==> src/hdl/rms_pkg.sv <==
`default_nettype none
package rms_pkg;
   // top of memory holds the reset vector, high byte first
   localparam logic [15:0] RMS_VEC_HI_ADDR = 16'hfffe;
   localparam logic [15:0] RMS_VEC_LO_ADDR = 16'hffff;
   // one bit time on the debug link, in debug clock cycles (= ref_clk here)
   localparam int RMS_BIT_CYC = 16;
   localparam logic [4:0] RMS_BIT_LAST = 5'(RMS_BIT_CYC - 1);
   localparam logic [4:0] RMS_LOW_ONE = 5'h04;
   localparam logic [4:0] RMS_LOW_ZERO = 5'h0d;
   localparam logic [4:0] RMS_SAMPLE_AT = 5'h0a;
   localparam int RMS_GPIO_N = 37;
   localparam logic RMS_SYNC_RST_VAL = 1'b1;

   typedef enum logic [5:0]
   {
      RMS_ST_RST = 6'h01,
      RMS_ST_FETCH_HI = 6'h02,
      RMS_ST_FETCH_LO = 6'h04,
      RMS_ST_START = 6'h08,
      RMS_ST_RUN = 6'h10,
      RMS_ST_BACKGROUND = 6'h20
   } rms_state_e;
endpackage : rms_pkg
`default_nettype wire

==> src/hdl/rms_sync_if.sv <==
`default_nettype none
interface rms_sync_if;
   logic pin_lvl;
   modport src (output pin_lvl);
   modport dst (input pin_lvl);
endinterface : rms_sync_if
`default_nettype wire

==> src/hdl/rms_pin_sync.sv <==
`default_nettype none
module rms_pin_sync
   import rms_pkg::*;
(
   // clock
   input wire logic ref_clk,
   // raw pin
   input wire logic pin_in,
   // filtered level
   rms_sync_if.src sync
);
   typedef struct packed
   {
      logic [2:0] chain;
      logic lvl;
   } rms_sync_s;

   rms_sync_s cur_ff;
   rms_sync_s nxt_cur;

   // no reset: the chain must keep tracking the pin while reset is held,
   // otherwise the mode level would be lost at the release
   always_comb
   begin
      nxt_cur = cur_ff;
      nxt_cur.chain = {cur_ff.chain[1:0], pin_in};
      if (cur_ff.chain[1] == cur_ff.chain[2])
      begin
         nxt_cur.lvl = cur_ff.chain[2];
      end
   end

   always_ff @(posedge ref_clk)
   begin
      cur_ff <= nxt_cur;
   end

   assign sync.pin_lvl = cur_ff.lvl;
endmodule : rms_pin_sync
`default_nettype wire

==> src/hdl/rms_top.sv <==
// Operation
// - during reset the shared debug pin is only a mode-select input
// - once reset releases, the pin becomes the single-wire debug line
// - pullup stays on whenever the pin is debug or mode-select line
// - pin becomes output-only port bit only when debug pin enable is cleared
// - pin low at reset release enters active background mode
// - pin high or floating at reset release enters normal run mode
// - run mode starts at the big-endian vector from the top two bytes
// - each debug bit time lasts sixteen debug clock cycles
// - releasing the line after low drives a brief high speedup pulse
// - after reset all general-purpose pins are inputs, pullups off
// - halt command, halt instruction or breakpoints in run mode also enter background mode
`default_nettype none
module rms_top
   import rms_pkg::*;
#(
   parameter int GPIO_N = RMS_GPIO_N
)
(
   // clock and reset
   input wire logic ref_clk,
   input wire logic nrst,
   // shared debug / mode select pin
   input wire logic debug_mode_select_pin_in,
   output logic debug_mode_select_pin_out,
   output logic debug_mode_select_pin_oe,
   output logic debug_mode_select_pin_pullup_en,
   // system options
   input wire logic debug_pin_enable,
   input wire logic port_d_bit_zero,
   // debug controller bit requests
   input wire logic tx_bit_start,
   input wire logic tx_bit_val,
   output logic tx_busy,
   output logic rx_bit,
   output logic rx_valid,
   // halt sources
   input wire logic halt_cmd,
   input wire logic halt_to_debug_instruction,
   input wire logic background_debug_controller_breakpoint,
   input wire logic trace_breakpoint_unit,
   // vector fetch
   output logic mem_rd,
   output logic [15:0] mem_addr,
   input wire logic mem_rvalid,
   input wire logic [7:0] mem_rdata,
   output logic cpu_start,
   output logic [15:0] cpu_start_pc,
   output logic bg_mode,
   // general-purpose pin defaults
   input wire logic gpio_cfg_wr,
   input wire logic [GPIO_N-1:0] gpio_cfg_oe,
   input wire logic [GPIO_N-1:0] gpio_cfg_pu,
   output logic [GPIO_N-1:0] gpio_oe,
   output logic [GPIO_N-1:0] gpio_pullup_en
);
   typedef struct packed
   {
      rms_state_e st;
      logic bg;
      logic [15:0] pc;
      logic start;
      logic rd;
      logic [15:0] addr;
      logic busy;
      logic [4:0] cnt;
      logic [4:0] low_len;
      logic rxb;
      logic rxv;
      logic pout;
      logic poe;
      logic ppu;
      logic [GPIO_N-1:0] goe;
      logic [GPIO_N-1:0] gpu;
   } rms_state_s;

   rms_state_s cur_ff;
   rms_state_s nxt_cur;
   rms_sync_if sync_bus ();

   rms_pin_sync u_sync
   (
      .ref_clk(ref_clk),
      .pin_in(debug_mode_select_pin_in),
      .sync(sync_bus.src)
   );

   always_comb
   begin
      nxt_cur = cur_ff;
      nxt_cur.start = 1'b0;
      nxt_cur.rd = 1'b0;
      nxt_cur.rxv = 1'b0;
      if (!nrst)
      begin
         nxt_cur.st = RMS_ST_RST;
         nxt_cur.bg = 1'b0;
         nxt_cur.pc = 16'h0000;
         nxt_cur.addr = 16'h0000;
         nxt_cur.busy = 1'b0;
         nxt_cur.cnt = 5'h00;
         nxt_cur.low_len = 5'h00;
         nxt_cur.rxb = 1'b0;
         // pin is a plain input with pullup while in reset
         nxt_cur.pout = 1'b0;
         nxt_cur.poe = 1'b0;
         nxt_cur.ppu = 1'b1;
         nxt_cur.goe = '0;
         nxt_cur.gpu = '0;
      end
      else
      begin
         unique case (cur_ff.st)
            RMS_ST_RST:
            begin
               // single sample of the filtered level, first cycle out of reset
               if (!sync_bus.pin_lvl)
               begin
                  nxt_cur.st = RMS_ST_BACKGROUND;
                  nxt_cur.bg = 1'b1;
               end
               else
               begin
                  nxt_cur.st = RMS_ST_FETCH_HI;
                  nxt_cur.rd = 1'b1;
                  nxt_cur.addr = RMS_VEC_HI_ADDR;
               end
            end
            RMS_ST_FETCH_HI:
            begin
               if (mem_rvalid)
               begin
                  nxt_cur.pc[15:8] = mem_rdata;
                  nxt_cur.st = RMS_ST_FETCH_LO;
                  nxt_cur.rd = 1'b1;
                  nxt_cur.addr = RMS_VEC_LO_ADDR;
               end
            end
            RMS_ST_FETCH_LO:
            begin
               if (mem_rvalid)
               begin
                  nxt_cur.pc[7:0] = mem_rdata;
                  nxt_cur.st = RMS_ST_START;
               end
            end
            RMS_ST_START:
            begin
               nxt_cur.start = 1'b1;
               nxt_cur.st = RMS_ST_RUN;
            end
            RMS_ST_RUN:
            begin
               if (halt_cmd || halt_to_debug_instruction ||
                   background_debug_controller_breakpoint || trace_breakpoint_unit)
               begin
                  nxt_cur.st = RMS_ST_BACKGROUND;
                  nxt_cur.bg = 1'b1;
               end
            end
            RMS_ST_BACKGROUND:
            begin
               // held until the next reset
               nxt_cur.bg = 1'b1;
            end
         endcase

         // bit timer of the debug line
         if (cur_ff.busy)
         begin
            nxt_cur.cnt = cur_ff.cnt + 5'h01;
            if (cur_ff.cnt == RMS_SAMPLE_AT)
            begin
               nxt_cur.rxb = sync_bus.pin_lvl;
               nxt_cur.rxv = 1'b1;
            end
            if (cur_ff.cnt == RMS_BIT_LAST)
            begin
               nxt_cur.busy = 1'b0;
               nxt_cur.cnt = 5'h00;
            end
         end
         else if (tx_bit_start && debug_pin_enable)
         begin
            nxt_cur.busy = 1'b1;
            nxt_cur.cnt = 5'h00;
            nxt_cur.low_len = tx_bit_val ? RMS_LOW_ONE : RMS_LOW_ZERO;
         end

         if (debug_pin_enable)
         begin
            nxt_cur.ppu = 1'b1;
            nxt_cur.poe = 1'b0;
            nxt_cur.pout = 1'b0;
            if (nxt_cur.busy && (nxt_cur.cnt < nxt_cur.low_len))
            begin
               nxt_cur.poe = 1'b1;
            end
            else if (nxt_cur.busy && (nxt_cur.cnt == nxt_cur.low_len))
            begin
               // one cycle actively high so the line does not crawl up
               nxt_cur.poe = 1'b1;
               nxt_cur.pout = 1'b1;
            end
         end
         else
         begin
            nxt_cur.ppu = 1'b0;
            nxt_cur.poe = 1'b1;
            nxt_cur.pout = port_d_bit_zero;
            nxt_cur.busy = 1'b0;
            nxt_cur.cnt = 5'h00;
         end

         if (gpio_cfg_wr)
         begin
            nxt_cur.goe = gpio_cfg_oe;
            nxt_cur.gpu = gpio_cfg_pu;
         end
      end
   end

   always_ff @(posedge ref_clk)
   begin
      cur_ff <= nxt_cur;
   end

   assign debug_mode_select_pin_out = cur_ff.pout;
   assign debug_mode_select_pin_oe = cur_ff.poe;
   assign debug_mode_select_pin_pullup_en = cur_ff.ppu;
   assign tx_busy = cur_ff.busy;
   assign rx_bit = cur_ff.rxb;
   assign rx_valid = cur_ff.rxv;
   assign mem_rd = cur_ff.rd;
   assign mem_addr = cur_ff.addr;
   assign cpu_start = cur_ff.start;
   assign cpu_start_pc = cur_ff.pc;
   assign bg_mode = cur_ff.bg;
   assign gpio_oe = cur_ff.goe;
   assign gpio_pullup_en = cur_ff.gpu;
endmodule : rms_top
`default_nettype wire

==> config.mk <==
export PLATFORM = sky130hd
export DESIGN_NAME = rms_top
export DESIGN_NICKNAME = d
export VERILOG_FILES = /design/src/hdl/rms_pkg.sv /design/src/hdl/rms_sync_if.sv /design/src/hdl/rms_pin_sync.sv /design/src/hdl/rms_top.sv
export SDC_FILE = /design/constraint.sdc
export NUM_CORES = 1
export LEC_CHECK = 0
export BUFFER_PORTS_ARGS = -buffer_cell sky130_fd_sc_hd__buf_2
export CAP_MARGIN = 20
export CORE_ASPECT_RATIO = 1.1
export CORE_MARGIN = 3
export CORE_UTILIZATION = 44
export DETAILED_ROUTE_END_ITERATION = 8
export PLACE_DENSITY = 0.78
export SETUP_SLACK_MARGIN = 0.1
export SYNTH_ARGS = -nofsm -noshare
export SYNTH_HDL_FRONTEND = slang
export SYNTH_HIERARCHICAL = 1
export SYNTH_SLANG_ARGS = --single-unit
==> constraint.sdc <==
create_clock -name ref_clk -period 2.2 [get_ports ref_clk]
set_clock_uncertainty 0.15 [all_clocks]
set_input_delay 0.22 -clock ref_clk [delete_from_list [all_inputs] [get_ports ref_clk]]
set_output_delay 0.22 -clock ref_clk [all_outputs]
set_load 0.01 [all_outputs]
**After elaboration in Yosys (flattened, before gate mapping)**

Cells that the tools add are included.
Widths: inputs -> output; s select.

- Register bits: 135
- Input port bits: 95
- Output and inout bits: 115
- Logic and storage cells: 76

- Add/subtract/negate cells: 1
- Magnitude comparators: 1
- Equal/unequal tests: 15
- Multiplexer cells: 23
- Reductions and logical operators: 17

Operators by type and width:

| kind | count |
|---|---|
| $mux 6 | 6 |
| $mux 17 | 2 |
| $pmux 17 s2 | 1 |
| $pmux 6 s5 | 1 |
| $mux 11 | 1 |
| $eq 5x4->1 const B | 2 |
| $mux 5 | 2 |
| $reduce_and 2->1 | 5 |
| $ne 2x2->1 const B | 4 |
| $mux 7 | 1 |
| $eq 6x1->1 const B | 1 |
| $eq 6x2->1 const B | 1 |
| $eq 6x3->1 const B | 1 |
| $eq 6x4->1 const B | 1 |
| $eq 6x5->1 const B | 1 |
| $eq 6x6->1 const B | 1 |
| $reduce_and 3->1 | 2 |
| $add 5x1->5 const B | 1 |
| $eq 5x5->1 | 1 |
| $lt 5x5->1 | 1 |
| $mux 1 | 5 |
| $reduce_bool 5->1 | 1 |
| $mux 4 | 1 |
| $reduce_and 4->1 | 1 |
| other kinds (9) | 13 |

**Logic depth before layout (Yosys ltp)**

Gate-level depths: netlist of the first run.

- Depth in word-level cells: 9
- Depth in mapped cells: 11
- Gate-level depth less buffers: 11

**Cells and area by module**

Netlist of the first run, hierarchy kept.

Modules (own cells, without submodules):

| module | instances | cells each | area an instance (sq um) | sequential area each (sq um) |
|---|---|---|---|---|
| rms_top | 1 | 555 | 5256.3 | 2342.2 |
| rms_pin_sync | 1 | 5 | 98.8 | 90.1 |

**Worst setup path after synthesis of the first run**

No wires, ideal clock.

- Path type: reg2reg
- Start: register cur_ff (netlist bit tx_busy)
- End: register cur_ff (netlist bit debug_mode_select_pin_oe)
- Library setup time: 116 ps
- Arrival: 1907 ps
- Data required time: 1934 ps
- Slack: 26 ps
- Cell stages (with the launch flop): 11
- Buffers on the path: 2
- Period minus slack after synthesis: 2174 ps
- Path through: dfxtp_1 -> buf_2 -> or2_1 -> clkbuf_1 -> nor2_1 -> a21oi_1 -> ha_1 -> and4_1 -> nand2_1 -> o211ai_1 -> a31o_2

- Longest elaborated chain between the ends: 7
- Elaborated cells on any way between the ends: 11
- Those cells by class: 1 x order compare; 1 x eq/ne; 7 x mux; 2 x reduce/logical

RTL lines:

| what | line | source |
|---|---|---|
| start, declared | rms_top.sv:77 | `rms_state_s cur_ff;` |
| start signal, assigned | rms_top.sv:225 | `cur_ff <= nxt_cur;` |
| parallel branches: the longest is 5 deep, another holds $lt 5x5->1 | -- |  |
| $mux 1 (*) | rms_top.sv:195 | `if (nxt_cur.busy && (nxt_cur.cnt < nxt_cur.low_len))` |
| $mux 3 (*) | rms_top.sv:190 | `if (debug_pin_enable)` |

Every way passes the cells marked *. The select of a mux whose other input is x is not followed.
A chain may end at the register's enable or synchronous reset.

**Final worst setup path of the first run**

- Start: register cur_ff[85] in the netlist's numbering
- End: register cur_ff (netlist bit debug_mode_select_pin_oe)

- Longest elaborated chain between the ends: 9
- Elaborated cells on any way between the ends: 13
- Those cells by class: 1 x add/sub; 1 x order compare; 2 x eq/ne; 7 x mux; 2 x reduce/logical

RTL lines:

| what | line | source |
|---|---|---|
| $add 5x1->5 / $eq 5x4->1 (equally long branches) | rms_top.sv:171, rms_top.sv:177 |  |
| $mux 6 | rms_top.sv:177 | `if (cur_ff.cnt == RMS_BIT_LAST)` |
| $mux 6 (*) | rms_top.sv:169 | `if (cur_ff.busy)` |
| $mux 6 (*) | rms_top.sv:94 | `if (!nrst)` |
| parallel branches: the longest is 3 deep, another holds $lt 5x5->1 | -- |  |
| $mux 1 (*) | rms_top.sv:195 |  |
| $mux 3 (*) | rms_top.sv:190 |  |

Marked as above.

==> results of run 1 <==
## registers in the layout, indices dropped and copies added, names as in the netlist
signal and count:
rx_bit 1, u_sync/cur_ff 3, u_sync/sync.pin_lvl 1, debug_mode_select_pin_pullup_en 1, mem_addr 2, cpu_start_pc 16
gpio_pullup_en 37, mem_rd 1, tx_busy 1, gpio_oe 37, cur_ff 16, rx_valid 1
bg_mode 1, debug_mode_select_pin_oe 1, cpu_start 1, debug_mode_select_pin_out 1
## repair_timing
item / in CTS / in global routing
setup buffers: 1 / 2
hold endpoints to repair: 95 / 0
pin swaps: 7 / 4
setup endpoints to repair: 2 / 2
hold buffers: 86 / 0
gates cloned: 0 / 0
gates resized for setup: 9 / 3
## area by class of cell
class	instances	area (sq um)	share of cell area [%]
Clock buffer	19	464.2	6.410
Clock inverter	12	100.1	1.382
Inverter	7	26.28	0.3628
Multi-Input combinational cell	297	2002	27.64
Sequential cell	121	2440	33.69
Tap cell	150	187.7	2.592
Timing Repair Buffer	305	2022	27.92
## power by group through the flow
stage	clock (mW)	combinational, mW	sequential [mW]
after floorplan	0	0.694	2.44
after global placement	0	0.751	2.47
after detailed placement	0	0.768	2.48
after CTS	2.64	0.891	2.44
after global routing	2.74	0.977	2.46
final	2.59	0.901	2.44
## metal layers
layer,track usage [%],share of wire (%)
met1,20.47,39
met2,33.33,51
met3,5.117,7.0
met4,9.049,2.8
met5,0,0
## synth_stat cells (all sizes together) (2+ instances only)
library cell | number | area, sq um
nor2 | 100 | 375.4
a31oi | 2 | 12.51
nor4 | 2 | 12.51
ha | 7 | 87.58
and2 | 2 | 15.02
clkbuf | 10 | 37.54
o211a | 2 | 20.02
a21oi | 15 | 78.83
nor3 | 5 | 35.03
nor2b | 3 | 18.77
dfxtp | 120 | 2402
and3 | 2 | 12.51
nor4b | 2 | 17.52
nand2b | 2 | 12.51
o211ai | 4 | 35.03
mux2i | 85 | 850.8
nor3b | 2 | 15.01
nand2 | 31 | 116.4
inv | 6 | 22.52
nand3 | 2 | 10.01
xor2 | 4 | 35.03
o21ai | 4 | 20.02
a21o | 2 | 15.01
buf | 125 | 904.6
nand4 | 7 | 43.79
## cells by family (layout without fill, tap and decap cells)
logic type / after synthesis / in the layout / synth area share, %
AO/OA/AOI/OAI: 37 / 37 / 4.930
XOR/XNOR: 5 / 5 / 0.8177
adder cells (fa/ha/maj): 7 / 7 / 1.635
buffers and inverters: 142 / 343 / 18.08
flip-flops: 121 / 121 / 45.42
multiplexers: 85 / 85 / 15.89
AND/OR/NAND/NOR: 163 / 163 / 13.22
## worst paths after layout
path / slack (ps) / to / start / cells after the start
max: 60 / debug_mode_select_pin_oe / cur_ff[85] / 9
min: 90 / cur_ff[82] / tx_bit_val / 4
max reg2reg: 60 / debug_mode_select_pin_oe / cur_ff[85] / 9
min reg2reg: 190 / u_sync/cur_ff[2] / u_sync/cur_ff[1] / 0
## critical path: stages (launching register included)
cell and delay (ps):
dfxtp_2 330, buf_4 150, ha_4 220, mux2i_2 180, ha_1 280, nor2b_2 160, o211ai_1 210, nand3_1 140
o211ai_1 110, a31o_2 170
==> flow_summary.json, run 1 <==
{
  "vdd_drop_max_mv": 0.4314,
  "cp.arrival_ps": 2330,
  "final_antenna_net_count": 0,
  "critPathKind": "reg -> reg",
  "setup_slack_ps": 58.18,
  "setup_viol": 0,
  "post-route-min-period_ps": 2142,
  "status": "complete, no violations",
  "maxSlewViolCount": 0,
  "drt_iter0_markers": 231,
  "grt_max_degree": 75,
  "placed_area_sq_um": 5743,
  "synth_edf_count": 1,
  "antenna_found_initial": 0,
  "cts_tree": "built",
  "cap_violations": 0,
  "drc_errors": 0,
  "yosysSeqAreaShare_pct": 45.42,
  "sw_frac_of_total_pct": 25.31,
  "grt_pass1_vias": 4472,
  "h-tree-depth": 4,
  "dr.pass1.iters": 4,
  "async_flop_share_pct": 0,
  "nets": 851,
  "dieHeight_microns": 121.7,
  "hold_ws_ps": 86.05,
  "placementRows": 41,
  "n_antenna_cell": 0,
  "power.leakage_nw": 3.670,
  "finalWirelength_microns": 12940,
  "ys_ff_latch": 121,
  "ys.flop_type": "dfxtp_1",
  "cts_buffers": 17,
  "grt_pass1_wl_microns": 20790,
  "place_ws_ps": 17.73,
  "num_vias": 4404,
  "internal_power_mw": 4.428,
  "insertion_delay_ps": 390,
  "crit_fanout": 4,
  "pwr-share-clk_pct": 43.7,
  "power_frac_seq_pct": 41.1,
  "syn_area_sq_um": 5355,
  "setup_tns_ps": 0,
  "dpl.hpwl_microns": 7977,
  "via_per_inst": 4.834,
  "end_kind": "flop",
  "die_width_microns": 111.2,
  "final_util_pct": 61.92,
  "syn_nets": 662,
  "hold_path_class": "in -> reg",
  "gp_congestion": 0.8402,
  "portBuffers": 209,
  "start_util_pct": 45.79,
  "clk_pin_slew_ps": 50,
  "io_pins": 210,
  "clock-sinks": 121,
  "cp.required_ps": 2390,
  "grtUsageTotal_pct": 18.64,
  "critPathLaunchType": "flop",
  "worstMarginPinSlew_ps": 503.6,
  "coreArea_sq_um": 11700,
  "final_common_cell": "buf_2",
  "powerDensity_nw_per_um2": 818.7,
  "fin_area_sq_um": 7242,
  "total_power_mw": 5.929,
  "syn_area_per_cell_sq_um": 9.563,
  "n_fill_cell": 870,
  "period_share_pct": 97.36,
  "drive_above_1_share_pct": 35.61,
  "cts-root-buf": "clkbuf_16",
  "die_area_sq_um": 13530,
  "power_frac_comb_pct": 15.2,
  "max_freq_mhz": 466.9,
  "syn_to_final_growth_pct": 35.23,
  "slew_headroom_pct": 66.43,
  "power.switching_mw": 1.500,
  "ys_types": 46,
  "cts_buffer_depth": 2,
  "syn_inst": 560,
  "yosys_warnings": 6,
  "routedWlPerCell_microns": 14.20,
  "final_cell_mix": "buf_2, dfxtp_1, nor2_1",
  "final_cells": 911,
  "place_inst": 791,
  "hold_viol": 0,
  "rsz0062_at_grt": "yes",
  "overflow": 0
}
Power figures use the tool's default switching activity.
==> inputs of run 2 (changes only) <==
--- a/config.mk
+++ b/config.mk
@@ -7,12 +7,12 @@
 export LEC_CHECK = 0
 export BUFFER_PORTS_ARGS = -buffer_cell sky130_fd_sc_hd__buf_2
 export CAP_MARGIN = 20
-export CORE_ASPECT_RATIO = 1.1
 export CORE_MARGIN = 3
 export CORE_UTILIZATION = 44
 export DETAILED_ROUTE_END_ITERATION = 8
 export PLACE_DENSITY = 0.78
 export SETUP_SLACK_MARGIN = 0.1
+export SLEW_MARGIN = 30
 export SYNTH_ARGS = -nofsm -noshare
 export SYNTH_HDL_FRONTEND = slang
 export SYNTH_HIERARCHICAL = 1
==> flow_summary.json, run 2 (synthesized netlist as in run 1, its figures left out) <==
{
  "finalWirelength_microns": 13570,
  "dieHeight_microns": 116.3,
  "power.leakage_nw": 3.690,
  "cp_num_buf_inv": 0,
  "clock-sinks": 121,
  "routedWlPerCell_microns": 14.99,
  "post-route-min-period_ps": 2181,
  "crit_fanout": 3,
  "start_util_pct": 45.92,
  "maxSlewViolCount": 0,
  "cpMaxStageDelayCell": "dfxtp_4",
  "hold_depth": 3,
  "grt_pass1_vias": 4497,
  "min-delay-start": "debug_pin_enable",
  "dr.pass1.iters": 4,
  "cp.required_ps": 2350,
  "h-tree-depth": 4,
  "worstMarginPinSlew_ps": 520.4,
  "critPathMaxStageDelay_ps": 360,
  "final_cell_mix": "buf_2, dfxtp_1, nor2_1",
  "syn_to_final_growth_pct": 36.19,
  "num_vias": 4372,
  "final_antenna_net_count": 0,
  "max_freq_mhz": 458.4,
  "grt_pass1_wl_microns": 21060,
  "vdd_drop_max_mv": 0.5199,
  "worstPathCellList": "ha_4 > nand4b_1 > a31oi_1 > mux2i_1 > ha_1 > and4_1 > nand2_1 > o211ai_1 > a31o_2",
  "rsz0062_at_grt": "yes",
  "setup_tns_ps": 0,
  "io_pins": 210,
  "coreArea_sq_um": 11660,
  "nets": 850,
  "cp.arrival_ps": 2330,
  "placementRows": 39,
  "setup_viol": 0,
  "drc_errors": 0,
  "cts_buffer_depth": 2,
  "insertion_delay_ps": 410,
  "end_kind": "flop",
  "gp_congestion": 0.8308,
  "period_share_pct": 99.15,
  "slew_headroom_pct": 65.31,
  "hold_path_class": "in -> reg",
  "powerDensity_nw_per_um2": 857.4,
  "drive_above_1_share_pct": 35.09,
  "reg2regPathDepth": 9,
  "clk_pin_slew_ps": 50,
  "dpl.hpwl_microns": 8008,
  "die_width_microns": 116.3,
  "portBuffers": 209,
  "final_common_cell": "buf_2",
  "hold_viol": 0,
  "cap_violations": 0,
  "status": "complete, no violations",
  "r2r-end": "debug_mode_select_pin_oe",
  "cts-root-buf": "clkbuf_16",
  "cts_tree": "built",
  "drt_iter0_markers": 224,
  "cts_buffers": 17,
  "via_per_inst": 4.831,
  "total_power_mw": 6.253,
  "critPathLaunchType": "flop",
  "grt_max_degree": 75,
  "critPathKind": "reg -> reg",
  "r2r_setup_slack_ps": 20,
  "grtUsageTotal_pct": 19.80,
  "antenna_found_initial": 0,
  "hold-path-endpoint": "cur_ff[84]",
  "die_area_sq_um": 13530,
  "rr_startpoint": "cur_ff[84]",
  "overflow": 0,
  "crit_family": "compound AO/OA/AOI/OAI gates"
}
-- run 2: cell types whose count changed in the layout (fill, tap and decap cells not counted), moves of 2 or more --
cell,change
clkinvlp_4,-2
clkbuf_1,+4
clkinv_4,-2
clkbuf_8,+3
clkinv_2,-4
bufinv_16,+2
-- run 2: metal layers --
| metal | track usage (%) | share of wire [%] | vias to the layer above |
|---|---|---|---|
| li1 | - | - | 2130 |
| met1 | 20.93 | 39 | 1995 |
| met2 | 34.52 | 50 | 196 |
| met3 | 5.699 | 6.6 | 51 |
| met4 | 12.45 | 4.3 | 0 |
| met5 | 0 | 0 | - |
-- run 2: how the worst max path moves through the flow --
stage / from / end / slack (ps) / cells past startpoint
5_1_grt: cur_ff[84] / debug_mode_select_pin_oe / -80 / 9
2_1_floorplan: tx_busy / debug_mode_select_pin_oe / 110 / 9
3_3_place_gp: debug_pin_enable / debug_mode_select_pin_oe / 120 / 9
3_5_place_dp: cur_ff[84] / debug_mode_select_pin_oe / -20 / 10
6_report: cur_ff[84] / debug_mode_select_pin_oe / 20 / 9
4_1_cts: cur_ff[84] / debug_mode_select_pin_oe / 110 / 9
-- run 2: tightest hold or removal path, delay by kind of cell --
kind | cells | cell delay [ps]
buf+inv | 1 | 120
simple gates | 2 | 260
-- run 2: where the power goes --
part	switching (mW)	leakage, nW	total, mW	internal, mW
Clock	0.939	0.306	2.91	1.97
Combinational	0.440	2.39	0.907	0.467
Sequential	0.113	0.998	2.44	2.33
Total	1.49	3.69	6.25	4.76
-- run 2: layout make-up --
type                       instances  area, sq um
sequential                       121         2440
timing repair buffer             304         2002
antenna                            1        2.502
clock buffer                      26        520.5
tap                              143        178.9
multi-input combinational        297         2016
fill                             880         4369
inverter                           7        26.28
clock inverter                     6        107.6
-- run 2: through the flow --
stage	instance area (sq um)	util (%)	setup slack (ps)	cells	hold WS, ps
global placement	5722	49.06	119.2	784	167.4
detailed placement	5722	49.06	-21.74	784	166.4
global route	7291	62.51	-78.07	904	91.14
CTS	7258	62.24	108.2	903	35.96
floorplan	5375	-	105.5	560	97.72
finish	7293	62.54	18.59	905	90.97
-- run 2: timing repair --
action	in CTS	in global routing
buffers inserted	1	1
setup endpoints to repair	2	2
hold buffers	86	0
pin swaps	5	9
resized for setup	9	5
endpoints found under the hold margin	96	0
